## src/inc/monitor_cfg_pkg.sv

```systemverilog
package monitor_cfg_pkg;

	// register indices (byte address = index * 4)
	localparam logic [11:0] IDX_DEVICE_CONFIG          = 12'h002;
	localparam logic [11:0] IDX_SERIES_CELL_COUNT      = 12'h003;
	localparam logic [11:0] IDX_BUSBAR_CHANNELS_HIGH   = 12'h005;
	localparam logic [11:0] IDX_BUSBAR_CHANNELS_LOW    = 12'h006;
	localparam logic [11:0] IDX_POWER_TRANSITION       = 12'h018;
	localparam logic [11:0] IDX_LINK_TIMEOUT_CONFIG    = 12'h019;
	localparam logic [11:0] IDX_RESPONSE_HOLDOFF       = 12'h01A;
	localparam logic [11:0] IDX_CHAIN_RESPONSE_DELAY   = 12'h029;
	localparam logic [11:0] IDX_BUSBAR_PIN_LOCATION    = 12'h02A;
	localparam logic [11:0] IDX_PART_IDENTITY          = 12'h500;
	localparam logic [11:0] IDX_SILICON_REVISION       = 12'h501;
	localparam logic [11:0] IDX_FACTORY_DIE_FIRST      = 12'h502;
	localparam logic [11:0] IDX_FACTORY_DIE_LAST       = 12'h509;
	localparam logic [11:0] IDX_DEVICE_REVISION_CODE   = 12'hE00;
	localparam logic [11:0] IDX_RUN_STATUS             = 12'hF00;

	localparam logic [7:0] RST_DEVICE_CONFIG        = 8'h54;
	localparam logic [7:0] RST_SERIES_CELL_COUNT    = 8'h00;
	localparam logic [7:0] RST_BUSBAR_CHANNELS      = 8'h00;
	localparam logic [7:0] RST_POWER_TRANSITION     = 8'h18;
	localparam logic [7:0] RST_LINK_TIMEOUT_CONFIG  = 8'h00;
	localparam logic [7:0] RST_RESPONSE_HOLDOFF     = 8'h00;
	localparam logic [7:0] RST_CHAIN_RESPONSE_DELAY = 8'h00;
	localparam logic [7:0] RST_BUSBAR_PIN_LOCATION  = 8'h00;

	// device_config bits
	localparam int DC_BLOCK_ADJ   = 6;
	localparam int DC_MULTIDROP   = 5;
	localparam int DC_LINK_FAULT  = 4;
	localparam int DC_TWO_STOP    = 3;
	localparam int DC_FAULT_PIN   = 2;
	localparam int DC_ALARM_TONE  = 1;
	localparam int DC_SLEEP_PULSE = 0;
	// field positions
	localparam int CELL_COUNT_LSB = 0;
	localparam int THERM_LSB      = 3;
	localparam int SLEEP_TO_LSB   = 0;
	localparam int SHORT_TO_LSB   = 4;
	localparam int LONG_ACT_BIT   = 3;
	localparam int LONG_TO_LSB    = 0;
	localparam int DELAY_LSB      = 0;
	localparam int PIN_POS_LSB    = 0;

	// timing
	localparam longint CLK_HZ          = 200_000_000;
	localparam longint STEP_PS         = 250_000;
	localparam longint CLK_PS          = 5_000;
	localparam int     STEP_CYCLES     = int'(STEP_PS / CLK_PS);
	localparam longint TICK_MS         = 100;
	localparam longint TICK_CYCLES_DEF = CLK_HZ * TICK_MS / 1000;
	// durations in 100 ms ticks
	localparam int LINK_TO_100MS  = 1;
	localparam int LINK_TO_2S     = 20;
	localparam int LINK_TO_10S    = 100;
	localparam int LINK_TO_1MIN   = 600;
	localparam int LINK_TO_10MIN  = 6000;
	localparam int LINK_TO_30MIN  = 18000;
	localparam int LINK_TO_1HR    = 36000;
	localparam int SLEEP_TO_5S    = 50;
	localparam int SLEEP_TO_2HR   = 72000;

	// arbitrary identity values
	localparam logic [7:0] ID_PART_DEFAULT  = 8'h5A;
	localparam logic [7:0] ID_REV_DEFAULT   = 8'hA5;
	localparam logic [7:0] ID_DEVREV_DEFAULT = 8'h3C;

	typedef struct packed {
		logic       block_adjacent_balancing;
		logic       multidrop;
		logic       link_fault_detect_enable;
		logic       two_stop_bits;
		logic       fault_pin_enable;
		logic       sleep_alarm_tone_enable;
		logic       sleep_pulse_enable;
		logic [3:0] cell_count_code;
		logic [15:0] busbar_cells;
		logic [1:0] thermal_warning_level;
		logic [4:0] busbar_pin_position;
		logic [7:0] holdoff_bit_count;
		logic [5:0] chain_delay_steps;
	} config_t;

	typedef struct packed {
		logic lower_chain_port_tx;
		logic lower_chain_port_rx;
		logic upper_chain_port_tx;
		logic upper_chain_port_rx;
	} port_enable_t;

	typedef enum logic [1:0] {
		PWR_ACTIVE   = 2'b00,
		PWR_SLEEP    = 2'b01,
		PWR_SHUTDOWN = 2'b10
	} power_t;

endpackage : monitor_cfg_pkg

```

## src/hw/monitor_config_regs.sv

```systemverilog
// Design decision made here: register access over Wishbone.
`timescale 1ns/10ps
module monitor_config_regs #(
	parameter longint       TICK_CYCLES = monitor_cfg_pkg::TICK_CYCLES_DEF,
	parameter logic [7:0]   PART_ID     = monitor_cfg_pkg::ID_PART_DEFAULT,
	parameter logic [7:0]   SILICON_REV = monitor_cfg_pkg::ID_REV_DEFAULT,
	parameter logic [7:0]   DEVICE_REV  = monitor_cfg_pkg::ID_DEVREV_DEFAULT,
	parameter logic [63:0]  DIE_BYTES   = 64'h0123456789ABCDEF
) (
	input  wire logic                          clk_i,
	input  wire logic                          rst_i,
	input  wire logic                          wb_cyc_i,
	input  wire logic                          wb_stb_i,
	input  wire logic                          wb_we_i,
	input  wire logic [13:0]                   wb_adr_i,
	input  wire logic [3:0]                    wb_sel_i,
	input  wire logic [31:0]                   wb_dat_i,
	output logic [31:0]                        wb_dat_o,
	output logic                               wb_ack_o,
	input  wire logic                          frame_valid_i,
	input  wire logic                          wake_to_active_i,
	input  wire logic                          go_sleep_i,
	input  wire logic                          fault_detected_i,
	input  wire logic                          link_fault_state_i,
	input  wire logic                          alarm_tone_req_i,
	input  wire logic                          sleep_pulse_req_i,
	input  wire logic [15:0]                   balance_req_i,
	input  wire logic                          link_flag_clear_i,
	output monitor_cfg_pkg::config_t           config_o,
	output monitor_cfg_pkg::port_enable_t      port_enable_o,
	output monitor_cfg_pkg::power_t            power_state_o,
	output logic                               link_timeout_flag_o,
	output logic                               link_fault_o,
	output logic                               fault_pin_o,
	output logic                               alarm_tone_o,
	output logic                               sleep_pulse_o,
	output logic [15:0]                        balance_o,
	output logic [4:0]                         cells_active_o,
	output logic [6:0]                         thermal_warning_c_o,
	output logic [15:0]                        holdoff_bits_o,
	output logic [13:0]                        chain_delay_cycles_o
);
	logic [7:0] dev_cfg_q, cell_cnt_q, bb_hi_q, bb_lo_q, pwr_cfg_q;
	logic [7:0] to_cfg_q, holdoff_q, delay_q, pin_loc_q;
	logic       link_flag_q, ack_q;
	logic [31:0] rdata_q;
	logic [31:0] tick_q;
	logic        tick;
	logic [16:0] short_cnt_q, long_cnt_q, sleep_cnt_q;
	logic        short_hit, long_hit, sleep_hit;
	monitor_cfg_pkg::power_t pwr_q;
	logic [11:0] idx;
	logic        wr;
	logic [7:0]  rd_byte;
	logic [63:0] die_bytes;
	logic [11:0] die_off;

	// only the low byte lane carries register data
	assign idx = wb_adr_i[13:2];
	assign wr  = wb_cyc_i && wb_stb_i && wb_we_i && wb_sel_i[0] && ack_q;
	assign die_bytes = DIE_BYTES;
	assign die_off   = idx - monitor_cfg_pkg::IDX_FACTORY_DIE_FIRST;

	function automatic logic [16:0] link_limit(input logic [2:0] c);
		unique case (c)
			3'h1:    link_limit = 17'(monitor_cfg_pkg::LINK_TO_100MS);
			3'h2:    link_limit = 17'(monitor_cfg_pkg::LINK_TO_2S);
			3'h3:    link_limit = 17'(monitor_cfg_pkg::LINK_TO_10S);
			3'h4:    link_limit = 17'(monitor_cfg_pkg::LINK_TO_1MIN);
			3'h5:    link_limit = 17'(monitor_cfg_pkg::LINK_TO_10MIN);
			3'h6:    link_limit = 17'(monitor_cfg_pkg::LINK_TO_30MIN);
			3'h7:    link_limit = 17'(monitor_cfg_pkg::LINK_TO_1HR);
			default: link_limit = 17'h00000;
		endcase
	endfunction : link_limit

	function automatic logic [16:0] sleep_limit(input logic [2:0] c);
		unique case (c)
			3'h1:    sleep_limit = 17'(monitor_cfg_pkg::SLEEP_TO_5S);
			3'h2:    sleep_limit = 17'(monitor_cfg_pkg::LINK_TO_10S);
			3'h3:    sleep_limit = 17'(monitor_cfg_pkg::LINK_TO_1MIN);
			3'h4:    sleep_limit = 17'(monitor_cfg_pkg::LINK_TO_10MIN);
			3'h5:    sleep_limit = 17'(monitor_cfg_pkg::LINK_TO_30MIN);
			3'h6:    sleep_limit = 17'(monitor_cfg_pkg::LINK_TO_1HR);
			3'h7:    sleep_limit = 17'(monitor_cfg_pkg::SLEEP_TO_2HR);
			default: sleep_limit = 17'h00000;
		endcase
	endfunction : sleep_limit

	// a write lands on the edge where the master sees ack
	always_ff @(posedge clk_i) begin
		if (rst_i) begin
			dev_cfg_q  <= monitor_cfg_pkg::RST_DEVICE_CONFIG;
			cell_cnt_q <= monitor_cfg_pkg::RST_SERIES_CELL_COUNT;
			bb_hi_q    <= monitor_cfg_pkg::RST_BUSBAR_CHANNELS;
			bb_lo_q    <= monitor_cfg_pkg::RST_BUSBAR_CHANNELS;
			pwr_cfg_q  <= monitor_cfg_pkg::RST_POWER_TRANSITION;
			to_cfg_q   <= monitor_cfg_pkg::RST_LINK_TIMEOUT_CONFIG;
			holdoff_q  <= monitor_cfg_pkg::RST_RESPONSE_HOLDOFF;
			delay_q    <= monitor_cfg_pkg::RST_CHAIN_RESPONSE_DELAY;
			pin_loc_q  <= monitor_cfg_pkg::RST_BUSBAR_PIN_LOCATION;
		end else if (wr) begin
			unique case (idx)
				monitor_cfg_pkg::IDX_DEVICE_CONFIG:
					dev_cfg_q <= wb_dat_i[7:0];
				monitor_cfg_pkg::IDX_SERIES_CELL_COUNT:
					cell_cnt_q <= wb_dat_i[7:0];
				monitor_cfg_pkg::IDX_BUSBAR_CHANNELS_HIGH:
					bb_hi_q <= wb_dat_i[7:0];
				monitor_cfg_pkg::IDX_BUSBAR_CHANNELS_LOW:
					bb_lo_q <= wb_dat_i[7:0];
				monitor_cfg_pkg::IDX_POWER_TRANSITION:
					pwr_cfg_q <= wb_dat_i[7:0];
				monitor_cfg_pkg::IDX_LINK_TIMEOUT_CONFIG:
					to_cfg_q <= wb_dat_i[7:0];
				monitor_cfg_pkg::IDX_RESPONSE_HOLDOFF:
					holdoff_q <= wb_dat_i[7:0];
				monitor_cfg_pkg::IDX_CHAIN_RESPONSE_DELAY:
					delay_q <= wb_dat_i[7:0];
				monitor_cfg_pkg::IDX_BUSBAR_PIN_LOCATION:
					pin_loc_q <= wb_dat_i[7:0];
				default: ; // identity bytes ignore writes
			endcase
		end
	end

	always_comb begin
		rd_byte = 8'h00;
		if (idx >= monitor_cfg_pkg::IDX_FACTORY_DIE_FIRST &&
		    idx <= monitor_cfg_pkg::IDX_FACTORY_DIE_LAST) begin
			rd_byte = die_bytes[{die_off[2:0], 3'b000} +: 8];
		end else begin
			unique case (idx)
				monitor_cfg_pkg::IDX_DEVICE_CONFIG:        rd_byte = dev_cfg_q;
				monitor_cfg_pkg::IDX_SERIES_CELL_COUNT:    rd_byte = cell_cnt_q;
				monitor_cfg_pkg::IDX_BUSBAR_CHANNELS_HIGH: rd_byte = bb_hi_q;
				monitor_cfg_pkg::IDX_BUSBAR_CHANNELS_LOW:  rd_byte = bb_lo_q;
				monitor_cfg_pkg::IDX_POWER_TRANSITION:     rd_byte = pwr_cfg_q;
				monitor_cfg_pkg::IDX_LINK_TIMEOUT_CONFIG:  rd_byte = to_cfg_q;
				monitor_cfg_pkg::IDX_RESPONSE_HOLDOFF:     rd_byte = holdoff_q;
				monitor_cfg_pkg::IDX_CHAIN_RESPONSE_DELAY: rd_byte = delay_q;
				monitor_cfg_pkg::IDX_BUSBAR_PIN_LOCATION:  rd_byte = pin_loc_q;
				monitor_cfg_pkg::IDX_PART_IDENTITY:        rd_byte = PART_ID;
				monitor_cfg_pkg::IDX_SILICON_REVISION:     rd_byte = SILICON_REV;
				monitor_cfg_pkg::IDX_DEVICE_REVISION_CODE: rd_byte = DEVICE_REV;
				monitor_cfg_pkg::IDX_RUN_STATUS:
					rd_byte = {5'h00, link_flag_q, pwr_q};
				default: rd_byte = 8'h00;
			endcase
		end
	end

	// unmapped reads answer zero rather than err
	always_ff @(posedge clk_i) begin
		if (rst_i)
			ack_q <= 1'b0;
		else
			ack_q <= wb_cyc_i && wb_stb_i && !ack_q;
	end

	always_ff @(posedge clk_i) begin
		if (rst_i)
			rdata_q <= 32'h00000000;
		else
			rdata_q <= {24'h000000, rd_byte};
	end
	assign wb_ack_o = ack_q;
	assign wb_dat_o = rdata_q;

	// common 100 ms time base
	always_ff @(posedge clk_i) begin
		if (rst_i || tick)
			tick_q <= 32'h00000000;
		else
			tick_q <= tick_q + 32'h00000001;
	end
	assign tick = (tick_q == 32'(TICK_CYCLES - 1));

	assign short_hit = (to_cfg_q[6:4] != 3'h0) &&
		(short_cnt_q == link_limit(to_cfg_q[6:4]));
	assign long_hit = (to_cfg_q[2:0] != 3'h0) &&
		(long_cnt_q == link_limit(to_cfg_q[2:0]));
	assign sleep_hit = (pwr_cfg_q[2:0] != 3'h0) &&
		(sleep_cnt_q == sleep_limit(pwr_cfg_q[2:0]));

	// link counters hold after expiry until a frame restarts them; the sleep counter clears outside sleep
	always_ff @(posedge clk_i) begin
		if (rst_i || frame_valid_i || to_cfg_q[6:4] == 3'h0)
			short_cnt_q <= 17'h00000;
		else if (tick && !short_hit && pwr_q == monitor_cfg_pkg::PWR_ACTIVE)
			short_cnt_q <= short_cnt_q + 17'h00001;
	end

	always_ff @(posedge clk_i) begin
		if (rst_i || frame_valid_i || to_cfg_q[2:0] == 3'h0)
			long_cnt_q <= 17'h00000;
		else if (tick && !long_hit && pwr_q == monitor_cfg_pkg::PWR_ACTIVE)
			long_cnt_q <= long_cnt_q + 17'h00001;
	end

	always_ff @(posedge clk_i) begin
		if (rst_i || pwr_q != monitor_cfg_pkg::PWR_SLEEP)
			sleep_cnt_q <= 17'h00000;
		else if (tick && !sleep_hit)
			sleep_cnt_q <= sleep_cnt_q + 17'h00001;
	end

	// set wins over clear
	always_ff @(posedge clk_i) begin
		if (rst_i)
			link_flag_q <= 1'b0;
		else if ((short_hit && short_cnt_q != 17'h00000 && tick) ||
		         (long_hit && tick && !to_cfg_q[3]))
			link_flag_q <= 1'b1;
		else if (link_flag_clear_i)
			link_flag_q <= 1'b0;
	end

	// shutdown is terminal until reset
	always_ff @(posedge clk_i) begin
		if (rst_i) begin
			pwr_q <= monitor_cfg_pkg::PWR_ACTIVE;
		end else begin
			unique case (pwr_q)
				monitor_cfg_pkg::PWR_ACTIVE: begin
					if (long_hit && tick && to_cfg_q[3])
						pwr_q <= monitor_cfg_pkg::PWR_SHUTDOWN;
					else if ((long_hit && tick) || go_sleep_i)
						pwr_q <= monitor_cfg_pkg::PWR_SLEEP;
				end
				monitor_cfg_pkg::PWR_SLEEP: begin
					if (sleep_hit && tick)
						pwr_q <= monitor_cfg_pkg::PWR_SHUTDOWN;
					else if (wake_to_active_i)
						pwr_q <= monitor_cfg_pkg::PWR_ACTIVE;
				end
				monitor_cfg_pkg::PWR_SHUTDOWN: ;
				default: pwr_q <= monitor_cfg_pkg::PWR_ACTIVE;
			endcase
		end
	end

	// balancing gate: no two adjacent switches when blocked
	genvar g;
	generate
		for (g = 0; g < 16; g++) begin : g_bal
			if (g == 0) begin : g_first
				assign balance_o[g] = balance_req_i[g];
			end else begin : g_rest
				assign balance_o[g] = balance_req_i[g] &&
					!(dev_cfg_q[monitor_cfg_pkg::DC_BLOCK_ADJ] &&
					  balance_o[g-1]);
			end
		end
	endgenerate

	always_ff @(posedge clk_i) begin
		if (rst_i)
			fault_pin_o <= 1'b1;
		else
			fault_pin_o <= !(dev_cfg_q[monitor_cfg_pkg::DC_FAULT_PIN] &&
				fault_detected_i);
	end

	always_ff @(posedge clk_i) begin
		if (rst_i)
			alarm_tone_o <= 1'b0;
		else
			alarm_tone_o <= alarm_tone_req_i &&
				pwr_q == monitor_cfg_pkg::PWR_SLEEP &&
				dev_cfg_q[monitor_cfg_pkg::DC_ALARM_TONE];
	end

	always_ff @(posedge clk_i) begin
		if (rst_i)
			sleep_pulse_o <= 1'b0;
		else
			sleep_pulse_o <= sleep_pulse_req_i &&
				pwr_q == monitor_cfg_pkg::PWR_SLEEP &&
				dev_cfg_q[monitor_cfg_pkg::DC_SLEEP_PULSE];
	end

	always_ff @(posedge clk_i) begin
		if (rst_i)
			link_fault_o <= 1'b0;
		else
			link_fault_o <= link_fault_state_i &&
				pwr_q == monitor_cfg_pkg::PWR_ACTIVE &&
				dev_cfg_q[monitor_cfg_pkg::DC_LINK_FAULT];
	end

	assign config_o.block_adjacent_balancing =
		dev_cfg_q[monitor_cfg_pkg::DC_BLOCK_ADJ];
	assign config_o.multidrop = dev_cfg_q[monitor_cfg_pkg::DC_MULTIDROP];
	assign config_o.link_fault_detect_enable =
		dev_cfg_q[monitor_cfg_pkg::DC_LINK_FAULT];
	assign config_o.two_stop_bits =
		dev_cfg_q[monitor_cfg_pkg::DC_TWO_STOP];
	assign config_o.fault_pin_enable = dev_cfg_q[monitor_cfg_pkg::DC_FAULT_PIN];
	assign config_o.sleep_alarm_tone_enable =
		dev_cfg_q[monitor_cfg_pkg::DC_ALARM_TONE];
	assign config_o.sleep_pulse_enable =
		dev_cfg_q[monitor_cfg_pkg::DC_SLEEP_PULSE];
	assign config_o.cell_count_code = cell_cnt_q[3:0];
	assign config_o.busbar_cells = {bb_hi_q, bb_lo_q};
	assign config_o.thermal_warning_level = pwr_cfg_q[4:3];
	assign config_o.busbar_pin_position = pin_loc_q[4:0];
	assign config_o.holdoff_bit_count = holdoff_q;
	assign config_o.chain_delay_steps = delay_q[5:0];

	// multidrop: chain ports off
	assign port_enable_o = dev_cfg_q[monitor_cfg_pkg::DC_MULTIDROP] ?
		4'h0 : 4'hF;
	assign power_state_o = pwr_q;
	assign link_timeout_flag_o = link_flag_q;
	assign cells_active_o = 5'(cell_cnt_q[3:0]) + 5'h06;
	assign thermal_warning_c_o = 7'h55 + 7'(pwr_cfg_q[4:3]) * 7'h0A;
	assign holdoff_bits_o = {8'h00, holdoff_q};
	assign chain_delay_cycles_o = 14'(delay_q[5:0]) *
		14'(monitor_cfg_pkg::STEP_CYCLES);

endmodule : monitor_config_regs

```

## config.mk

```make
export PLATFORM = sky130hd
export DESIGN_NAME = monitor_config_regs
export DESIGN_NICKNAME = d
export VERILOG_FILES = /design/src/inc/monitor_cfg_pkg.sv /design/src/hw/monitor_config_regs.sv
export SDC_FILE = /design/constraint.sdc
export NUM_CORES = 1
export LEC_CHECK = 0
export ABC_AREA = 1
export ABC_CLOCK_PERIOD_IN_PS = 5340
export CORE_ASPECT_RATIO = 0.5
export CORE_MARGIN = 2
export CORE_UTILIZATION = 60
export CTS_CLUSTER_DIAMETER = 40
export DETAILED_ROUTE_END_ITERATION = 8
export DONT_BUFFER_PORTS = 1
export PLACE_DENSITY = 0.87
export RECOVER_POWER = 25
export SETUP_SLACK_MARGIN = 0.2
export SLEW_MARGIN = 20
export SYNTH_ARGS = -nofsm -noshare
export SYNTH_HDL_FRONTEND = slang
export SYNTH_SLANG_ARGS = --single-unit
```

## constraint.sdc

```tcl
create_clock -name clk_i -period 5.34 [get_ports clk_i]
set_clock_uncertainty 0.05 [all_clocks]
set_input_delay 1.068 -clock clk_i [delete_from_list [all_inputs] [get_ports clk_i]]
set_output_delay 1.068 -clock clk_i [all_outputs]
set_load 0.02 [all_outputs]
```

[After elaboration in Yosys (flattened, before gate mapping)]
Cells that the tools add are included.
Operators by class
  add/sub/neg operators: 7
  multiply operators: 2
  order comparisons: 2
  eq/ne operators: 43
  shift-type cells: 1
  muxes and demuxes: 13
  bitwise gates (word level): 1
  reduce and logical (&&, ||, !) cells: 103
Operator list (count)
  $pmux W16 S7: 2
  $pmux W17 S7: 1
  $pmux W8 S13: 1
  $shiftx A64 B7 Y8 const A: 1
  $logic_and A1 B1 Y1: 57
  $add A17 B1 Y17 const B: 3
  $eq A17 B17 Y1: 3
  $eq A12 B5 Y1 const B: 3
  $eq A3 B3 Y1 const B: 12
  $add A32 B1 Y32 const B: 1
  $eq A32 B25 Y1 const B: 1
  $eq A12 B11 Y1 const B: 2
  $eq A12 B12 Y1 const B: 2
  $eq A12 B2 Y1 const B: 2
  $eq A12 B3 Y1 const B: 2
  $eq A12 B6 Y1 const B: 2
  $logic_not A1 Y1: 21
  $eq A3 B2 Y1 const B: 6
  $reduce_and A2 Y1: 9
  $reduce_bool A17 Y1: 1
  $ge A12 B11 Y1 const B: 1
  $le A12 B11 Y1 const B: 1
  $mul A6 B5 Y11 const B: 1
  $eq A3 B1 Y1 const B: 3
  other kinds (20): 34
Storage, ports and cells
  register bits: 195
  output and inout port bits: 150
  word-level logic and storage cells: 194

[Longest topological paths before layout]
Gate-level depths: netlist (run 1).
  depth in word-level cells: 45
  mapped depth: 18

[Worst setup path before layout (run 1)]
Ideal clock, no wire load.
  kind: register to output
  start: reg delay_q[1]
  end: out chain_delay_cycles_o[11]
  data arrival time: 2627 ps
  slack: 1595 ps
  stages on the path, launching flop included: 10
  buffers on the path: 0
  cell sequence: dfxtp_1 > ha_1 > ha_1 > ha_1 > fa_1 > a21o_1 > a21oi_1 > o21ai_0 > a21oi_1 > xor2_1
Between the ends
  cells in the longest elaborated chain, start to end: 1
RTL lines
  from (decl): RTL line monitor_config_regs.sv:44  | logic [7:0] to_cfg_q, holdoff_q, delay_q, pin_loc_q;
  from (signal assigned): RTL line monitor_config_regs.sv:100  | delay_q <= monitor_cfg_pkg::RST_CHAIN_RESPONSE_DELAY;
  from (signal assigned): RTL line monitor_config_regs.sv:119  | delay_q <= wb_dat_i[7:0];
  $mul A6 B5 Y11: RTL line monitor_config_regs.sv:319  | assign chain_delay_cycles_o = 14'(delay_q[5:0]) *
  to (decl): RTL line monitor_config_regs.sv:41  | output logic [13:0] chain_delay_cycles_o
Every way passes these cells.

[Worst setup path after layout (run 1)]
Same ends and word-level chain as after synthesis.

==> impl_metrics.py, run 1 <==
metrics = {
    "detailed_routing": {
        "drt-total-wl_um": 28800,
        "dr.pass1.iters": 6,
        "vias_per_cell": 5.79,
        "ant_nets": 0,
        "num_vias": 9944,
        "wl_per_cell_um": 16.8,
        "drc_errors": 0,
        "drt_iter0_drc": 828,
    },
    "setup_path": {
        "start_kind": "register",
        "end_kind": "output pin",
        "arrival_ps": 3660,
        "crit_type": "reg2out",
        "path_max_fanout": 5,
        "worstPathRequired_ps": 4220,
    },
    "timing": {
        "final.setup.tns_ps": 0,
        "worstMarginPinSlew_ps": 1270,
        "min_period_ps": 4780,
        "hold_violations": 0,
        "holdWs_ps": 408,
        "min_period_over_period": 0.895,
        "fin_ws_ps": 562,
        "slew_headroom": 0.150,
        "finalSetupViolCount": 0,
        "slew_violations": 0,
        "rsz0062_at_grt": "no",
        "fmax_mhz": 209,
    },
    "synthesis": {
        "synth.most_common_cell": "inv_1",
        "synthArstFlopShare": 0,
        "ys_ff_latch": 171,
        "ys_top_cells_by_count": "inv_1 (231), nand2_1 (210), dfxtp_1 (171)",
        "yosys_warnings": 0,
        "yosysSeqAreaShare": 0.328,
        "avgSynthCellArea_sq_um": 6.84,
        "synthFlopType": "dfxtp_1",
        "synth_edf_count": 0,
        "syn_inst": 1526,
        "mappedNetlistArea_sq_um": 10400,
        "synth_top_area_share": 0.328,
        "yosysTopAreaCell": "dfxtp_1",
        "synth_top_cells_by_area": "dfxtp_1 (33%), inv_1 (8.3%), nand2_1 (7.6%)",
        "ys_types": 48,
    },
    "grt": {
        "overflow": 0,
        "grt_max_degree": 51,
        "grt_busiest_layer": "met2",
        "grt_util_met3": 0.0607,
        "grt_pass1_vias": 9307,
        "grt_pass1_wl_um": 45500,
        "track_usage": 0.307,
        "use_met2": 0.537,
        "met1_usage": 0.369,
        "antenna_found_initial": 0,
    },
    "cts": {
        "cts_max_level": 4,
        "cts_hold_buf": 0,
        "cts_tree": "built",
        "cts.repair.resized": 0,
        "cts_buffer_depth": 2,
        "clk_latency_ps": 430,
        "cts_num_sinks": 171,
        "clk_pin_slew_ps": 60,
        "root_buffer": "clkbuf_16",
        "cts_buffers": 17,
        "postCtsSetupBuffers": 0,
    },
    "power": {
        "combPwrFrac": 0.036,
        "max-vdd-ir-drop_mv": 0.248,
        "power.density_nw_per_um2": 239,
        "seq_power_share": 0.502,
        "p_switching_mw": 0.618,
        "p_int_mw": 1.94,
        "clockPowerShare": 0.462,
        "switching_share": 0.241,
        "leakagePower_nw": 4.26,
    },
    "floorplanning": {
        "core_area_sq_um": 17200,
        "die_w_um": 191,
        "fp.dieH_um": 97.3,
        "ioPinCount": 229,
        "start_util": 0.607,
        "die-area_sq_um": 18500,
        "rows": 34,
    },
    "job": {
        "cap_violations": 0,
    },
    "hold_path": {
        "holdCritPathClass": "reg2reg",
    },
    "cells_and_area": {
        "syn2layout_area_growth_pct": 2.41,
        "nNetsFinal": 1580,
        "fin_area_sq_um": 10700,
        "drive_above_1_share": 0.0499,
        "num_antenna_cells": 0,
    },
    "place": {
        "dp_worst_setup_slack_ps": 1000,
        "placed_cell_area_sq_um": 10100,
        "portBuffers": 0,
        "dp_hpwl_um": 21500,
        "routabilityCongestion": 0.974,
    },
    "status": {
        "status": "completed",
    },
}
-- area by class of cell --
cell class                 count  area [sq um]
clock buffer                  23           488
clock inverter                 9          63.8
multi-input combinational   1021          5440
fill                        1534          6500
timing repair buffer           2          11.3
tap                          234           293
sequential                   171          3420
inverter                     257           965
-- power by group through the flow --
stage / clock network (mW) / logic, mW / registers (mW)
after global placement: 0 / 0.0900 / 1.31
final: 1.18 / 0.0933 / 1.28
after CTS: 1.18 / 0.0923 / 1.28
after detailed placement: 0 / 0.0921 / 1.31
after global routing: 1.24 / 0.104 / 1.28
after floorplan: 0 / 0.103 / 1.31
-- layer usage --
metal | share of wire | routed length, um
met1 | 0.42 | 12100
met2 | 0.47 | 13600
met3 | 0.074 | 2120
met4 | 0.034 | 966
met5 | 0 | 0
-- state kept, by name, summed over array words and instances, names as in the netlist, 2 cells and up --
signal         cells
to_cfg_q           8
power_state_o      2
holdoff_q          8
short_cnt_q       17
tick_q            32
pwr_cfg_q          8
long_cnt_q        17
bb_lo_q            8
pin_loc_q          8
delay_q            8
cell_cnt_q         8
bb_hi_q            8
dev_cfg_q          8
sleep_cnt_q       17
wb_dat_o           8
-- kinds of logic after synthesis --
| family | share of synthesized area |
|---|---|
| compound gates | 0.149 |
| xor+xnor | 0.0613 |
| fa+ha+maj | 0.0379 |
| buf+inv | 0.163 |
| flops | 0.328 |
| other cells | 0.000720 |
| simple gates | 0.260 |
-- critical path, cell delays in order, from the launching register on --
cell and delay, ps:
dfxtp_1 670, ha_1 340, ha_1 300, ha_1 330, fa_1 480, a21o_1 200
a21oi_1 190, o21ai_0 130, a21oi_1 190, xor2_1 410
-- placed cells by master (no fill, tap or decap), types with 3 or more instances in the layout --
cell type / netlist / layout
a21oi_1: 133 / 133
ha_1: 30 / 30
xnor2_1: 13 / 13
conb_1: 2 / 37
clkinv_1: 5 / 4
nand4_1: 42 / 42
clkinvlp_4: 0 / 3
nor3_1: 58 / 58
nand2_2: 5 / 5
dfxtp_1: 171 / 171
clkbuf_16: 0 / 17
or2_2: 4 / 4
nand3b_1: 3 / 3
nor4_1: 24 / 24
o22ai_1: 21 / 21
clkinv_2: 0 / 3
o2111ai_1: 3 / 3
inv_2: 21 / 21
xor2_1: 60 / 60
o21ai_0: 97 / 97
nor2_1: 135 / 135
clkbuf_1: 24 / 3
nand2_1: 210 / 210
nor3b_1: 5 / 5
o211ai_1: 7 / 7
a221oi_1: 7 / 7
nand3_1: 85 / 85
inv_1: 231 / 232
clkbuf_8: 0 / 4
o21ai_1: 14 / 14
-- worst paths after layout --
| kind | startpoint | end | slack (ps) | cells after the start |
|---|---|---|---|---|
| setup / recovery | delay_q[1] | chain_delay_cycles_o[11] | 560 | 9 |
| hold / removal | cell_cnt_q[5] | cell_cnt_q[5] | 410 | 2 |
| setup reg to reg | tick_q[0] | tick_q[19] | 2700 | 12 |
| hold reg to reg | cell_cnt_q[5] | cell_cnt_q[5] | 410 | 2 |
-- through the flow --
step                      total power, mW  cells  utilization
after floorplan                      1.42   1561            -
after global placement               1.40   1685        0.590
after detailed placement             1.40   1685        0.590
after CTS                            2.56   1717        0.622
after global routing                 2.63   1717        0.622
final                                2.56   1717        0.622
No activity file was read; power rests on OpenSTA's default activity.
==> run 2: changes to the inputs <==
--- a/config.mk
+++ b/config.mk
@@ -6,10 +6,10 @@
 export NUM_CORES = 1
 export LEC_CHECK = 0
 export ABC_AREA = 1
-export ABC_CLOCK_PERIOD_IN_PS = 5340
+export ABC_CLOCK_PERIOD_IN_PS = 4000
 export CORE_ASPECT_RATIO = 0.5
 export CORE_MARGIN = 2
-export CORE_UTILIZATION = 60
+export CORE_UTILIZATION = 58
 export CTS_CLUSTER_DIAMETER = 40
 export DETAILED_ROUTE_END_ITERATION = 8
 export DONT_BUFFER_PORTS = 1
==> constraint.sdc (replaced) <==
create_clock -name clk_i -period 4 [get_ports clk_i]
set_clock_uncertainty 0.05 [all_clocks]
set_input_delay 0.8 -clock clk_i [delete_from_list [all_inputs] [get_ports clk_i]]
set_output_delay 0.8 -clock clk_i [all_outputs]
set_load 0.02 [all_outputs]
==> impl_metrics.py, run 2 (synthesized netlist as in run 1, its figures left out) <==
metrics = {
    "timing": {
        "slew_headroom": -0.587,
        "min_period_ps": 3760,
        "final.setup.tns_ps": 0,
        "fmax_mhz": 266,
        "worstMarginPinSlew_ps": 2370,
        "finalSetupViolCount": 0,
        "hold_violations": 0,
        "rsz0062_at_grt": "yes",
        "slew_violations": 83,
        "min_period_over_period": 0.940,
        "fin_ws_ps": 242,
    },
    "power": {
        "leakagePower_nw": 4.26,
        "seq_power_share": 0.495,
        "combPwrFrac": 0.037,
        "p_switching_mw": 0.852,
        "switching_share": 0.246,
        "p_int_mw": 2.61,
        "clockPowerShare": 0.469,
        "max-vdd-ir-drop_mv": 0.334,
        "power.density_nw_per_um2": 319,
    },
    "floorplanning": {
        "core_area_sq_um": 17500,
        "ioPinCount": 229,
        "start_util": 0.597,
        "fp.dieH_um": 98.9,
        "rows": 34,
        "die-area_sq_um": 19100,
        "die_w_um": 194,
    },
    "place": {
        "portBuffers": 0,
        "routabilityCongestion": 0.997,
        "dp_hpwl_um": 22300,
        "dp_worst_setup_slack_ps": 416,
    },
    "cells_and_area": {
        "nNetsFinal": 1587,
        "layout_common_cells": "inv_1 (231), nand2_1 (210), dfxtp_1 (167)",
        "syn2layout_area_growth_pct": 3.84,
        "final_common_cell": "inv_1",
        "largest_reg_flops": 32,
        "drive_above_1_share": 0.0617,
        "num_antenna_cells": 0,
        "top_register": "tick_q",
    },
    "cts": {
        "cts_buffers": 17,
        "cts_tree": "built",
        "clk_pin_slew_ps": 70,
        "cts_num_sinks": 171,
        "clk_latency_ps": 440,
        "cts_hold_buf": 0,
        "postCtsSetupBuffers": 0,
        "root_buffer": "clkbuf_16",
        "cts_max_level": 4,
        "cts_buffer_depth": 2,
    },
    "setup_path": {
        "r2r_slack_ps": 1350,
        "r2r_cells": 12,
        "crit_type": "reg2out",
        "worstPathRequired_ps": 3150,
        "startpoint": "delay_q[2]",
        "timing.rr.end": "tick_q[23]",
        "r2r-start": "tick_q[0]",
        "arrival_ps": 2910,
        "start_kind": "register",
        "end_kind": "output pin",
        "path_max_fanout": 4,
    },
    "status": {
        "violations": "capacitance limit, slew limit",
        "status": "finished, violations left",
    },
    "detailed_routing": {
        "num_vias": 9970,
        "dr.pass1.iters": 5,
        "vias_per_cell": 5.78,
        "drt_iter0_drc": 850,
        "drc_errors": 0,
        "ant_nets": 0,
        "wl_per_cell_um": 17.1,
        "drt-total-wl_um": 29500,
    },
    "grt": {
        "grt_pass1_wl_um": 47400,
        "grt_pass1_vias": 9335,
        "grt_max_degree": 83,
        "overflow": 0,
        "antenna_found_initial": 0,
        "track_usage": 0.308,
    },
    "hold_path": {
        "holdCritPathClass": "in2reg",
        "hold_start": "rst_i",
        "holdPathEnd": "power_state_o[0]",
        "hold_depth": 1,
    },
    "job": {
        "cap_violations": 1,
    },
}
[run 2: cell types whose count changed in the layout (fill, tap and decap cells not counted), moves of 2 or more]
cell        delta
ha_1           -6
ha_4           +6
buf_4          +5
dfxtp_1        -4
clkbuf_8       -3
clkbuf_1       +2
clkinv_2       -2
clkinvlp_4     +2
dfxtp_2        +2
dfxtp_4        +2
inv_6          +2
[run 2: routing by layer]
| layer | part of all wire | wire, um | vias to the layer above | global-route usage |
|---|---|---|---|---|
| met3 | 0.084 | 2470 | 79 | 0.0739 |
| met5 | 0 | 0 | - | 0 |
| met1 | 0.43 | 12600 | 4603 | 0.393 |
| met4 | 0.034 | 1020 | 0 | 0.122 |
| met2 | 0.45 | 13400 | 482 | 0.509 |
| li1 | - | - | 4806 | - |
[run 2: how the worst max path moves through the flow]
stage,slack [ps],to,cells after the start
6_report,240,chain_delay_cycles_o[11],10
5_1_grt,140,chain_delay_cycles_o[11],10
4_1_cts,200,chain_delay_cycles_o[11],10
3_5_place_dp,420,chain_delay_cycles_o[11],10
3_3_place_gp,460,chain_delay_cycles_o[11],10
2_1_floorplan,520,chain_delay_cycles_o[11],9
[run 2: power groups by stage]
stage          combinational (mW)  sequential, mW  clock [mW]
2_1_floorplan               0.138            1.75           0
3_3_place_gp                0.120            1.75           0
3_5_place_dp                0.123            1.75           0
4_1_cts                     0.123            1.71        1.63
5_1_grt                     0.141            1.71        1.71
6_report                    0.127            1.71        1.62
[run 2: per-stage QoR]
step	util	power (mW)	std cells	hold WS (ps)	instance area, sq um
floorplan	-	1.89	1561	359	10600
global route	0.620	3.57	1724	364	10800
CTS	0.619	3.47	1724	369	10800
global placement	0.583	1.87	1692	385	10200
detailed placement	0.583	1.88	1692	395	10200
finish	0.620	3.46	1724	372	10800
[run 2: repair_timing]
item | 4_1_cts | 5_1_grt
pin swaps | 3 | 2
resized for setup | 10 | 6
endpoints found under the setup margin | 2 | 2
[run 2: critical path, stage by stage (launching register included)]
cell     delay (ps)
dfxtp_1         430
ha_4            240
ha_4            270
ha_4            200
fa_2            400
a21o_1          200
a21oi_2         160
o21ai_0          90
a21oi_1         160
xor2_1          170
buf_4           160
[run 2: cell type report]
class	instances	area (sq um)
multi-input combinational	1021	5530
tap	234	293
clock buffer	20	447
fill	1569	6650
clock inverter	12	116
timing repair buffer	9	56.3
sequential	171	3430
inverter	257	966
==> run 3: changes to the inputs <==
--- a/config.mk
+++ b/config.mk
@@ -8,7 +8,6 @@
 export ABC_AREA = 1
 export ABC_CLOCK_PERIOD_IN_PS = 4000
 export CORE_ASPECT_RATIO = 0.5
-export CORE_MARGIN = 2
 export CORE_UTILIZATION = 58
 export CTS_CLUSTER_DIAMETER = 40
 export DETAILED_ROUTE_END_ITERATION = 8
==> impl_metrics.py, run 3 (synthesized netlist as in run 1, its figures left out) <==
metrics = {
    "timing": {
        "finalSetupViolCount": 0,
        "fin_ws_ps": 265,
        "fmax_mhz": 268,
        "worstMarginPinSlew_ps": 2460,
        "slew_headroom": -0.651,
        "holdWs_ps": 367,
        "rsz0062_at_grt": "no",
        "min_period_over_period": 0.934,
        "slew_violations": 83,
        "hold_violations": 0,
        "min_period_ps": 3740,
        "final.setup.tns_ps": 0,
    },
    "cells_and_area": {
        "stdcell_count": 1722,
        "fin_area_sq_um": 10800,
        "n_fill_cell": 1544,
        "final_common_cell": "inv_1",
        "drive_above_1_share": 0.0625,
        "layout_common_cells": "inv_1 (230), nand2_1 (210), dfxtp_1 (168)",
        "nNetsFinal": 1585,
        "largest_reg_flops": 32,
        "num_antenna_cells": 0,
        "final_util": 0.620,
        "top_register": "tick_q",
        "syn2layout_area_growth_pct": 3.84,
    },
    "place": {
        "routabilityCongestion": 0.995,
        "placed_cells": 1690,
        "portBuffers": 0,
        "dp_hpwl_um": 21900,
        "placed_cell_area_sq_um": 10200,
        "dp_worst_setup_slack_ps": 376,
    },
    "floorplanning": {
        "fp.dieH_um": 96.9,
        "rows": 34,
        "ioPinCount": 229,
        "die-area_sq_um": 18600,
        "core_area_sq_um": 17500,
        "die_w_um": 192,
        "start_util": 0.597,
    },
    "cts": {
        "cts_tree": "built",
        "cts_max_level": 4,
        "root_buffer": "clkbuf_16",
        "clk_pin_slew_ps": 70,
        "cts_buffers": 17,
        "cts_num_sinks": 171,
        "cts_buffer_depth": 2,
        "postCtsSetupBuffers": 0,
        "clk_latency_ps": 450,
    },
    "setup_path": {
        "arrival_ps": 2890,
        "cpMaxStageDelayCell": "dfxtp_1",
        "start_kind": "register",
        "end_kind": "output pin",
        "path_common_cell": "ha_1",
        "crit_type": "reg2out",
        "path_cells": "ha_1 > inv_1 > ha_1 > ha_1 > ha_1 > inv_1 > o21ai_1 > a21oi_2 > xor2_1 > buf_4",
        "path_max_fanout": 5,
        "worstPathRequired_ps": 3150,
        "max_stage_delay_ps": 590,
    },
    "detailed_routing": {
        "ant_nets": 0,
        "drt-total-wl_um": 29200,
        "drt_iter0_drc": 876,
        "vias_per_cell": 5.81,
        "num_vias": 10000,
        "wl_per_cell_um": 17.0,
        "drc_errors": 0,
        "dr.pass1.iters": 7,
    },
    "grt": {
        "overflow": 0,
        "track_usage": 0.318,
        "antenna_found_initial": 0,
        "grt_pass1_wl_um": 46900,
        "grt_max_degree": 83,
        "grt_pass1_vias": 9375,
    },
    "power": {
        "leakagePower_nw": 4.23,
        "power.density_nw_per_um2": 319,
        "max-vdd-ir-drop_mv": 0.323,
        "p_total_mw": 3.45,
    },
    "status": {
        "status": "finished, violations left",
        "violations": "capacitance limit, slew limit",
    },
    "hold_path": {
        "holdCritPathClass": "in2reg",
    },
    "job": {
        "cap_violations": 1,
    },
}
==> run 3: cell count changes in the layout (fill, tap and decap cells not counted), sizes merged <==
cell,change
clkinv,-2
clkinvlp,+2
buf,-2
==> run 3: cell type report <==
| class | instances | area [sq um] | area share |
|---|---|---|---|
| clock buffers | 20 | 447 | 0.0412 |
| well taps | 234 | 293 | 0.0270 |
| multi-input cells | 1021 | 5540 | 0.512 |
| inverters | 257 | 966 | 0.0891 |
| flip-flops and latches | 171 | 3430 | 0.317 |
| clock inverters | 12 | 114 | 0.0105 |
| repair buffers | 7 | 41.3 | 0.00381 |
==> run 3: per-layer routing <==
layer | global-route usage | vias up | part of all wire
li1 | - | 4808 | -
met1 | 0.410 | 4664 | 0.42
met2 | 0.519 | 461 | 0.46
met5 | 0 | - | 0
met3 | 0.0682 | 69 | 0.092
met4 | 0.118 | 0 | 0.029
==> run 3: worst max-delay path, delay by kind of cell, from the launching register on <==
family / cells / cell delay (ps)
AOI/OAI and AO/OA: 2 / 240
xor gates and xnor gates: 1 / 150
adders and majority gates: 4 / 1140
buffers and inverters: 3 / 330
DFF: 1 / 590
==> run 3: timing repair <==
item	in CTS	in global routing
hold buffers	0	0
cloned	0	0
setup endpoints to repair	3	6
resized for setup	12	9
pin swaps	3	3
==> run 3: where the power goes <==
| group | internal [mW] | switching (mW) | total [mW] |
|---|---|---|---|
| sequential | 1.71 | 0.00659 | 1.71 |
| combinational | 0.0242 | 0.104 | 0.128 |
| clock | 0.877 | 0.735 | 1.61 |
| total | 2.61 | 0.845 | 3.45 |
==> run 3: path summary, 6_finish.rpt <==
path / from / end / slack [ps] / depth (start not counted)
max reg2reg: tick_q[0] / tick_q[19] / 1370 / 12
min: rst_i / power_state_o[0] / 370 / 1
max: delay_q[5] / chain_delay_cycles_o[11] / 260 / 10
min reg2reg: to_cfg_q[7] / to_cfg_q[7] / 410 / 2
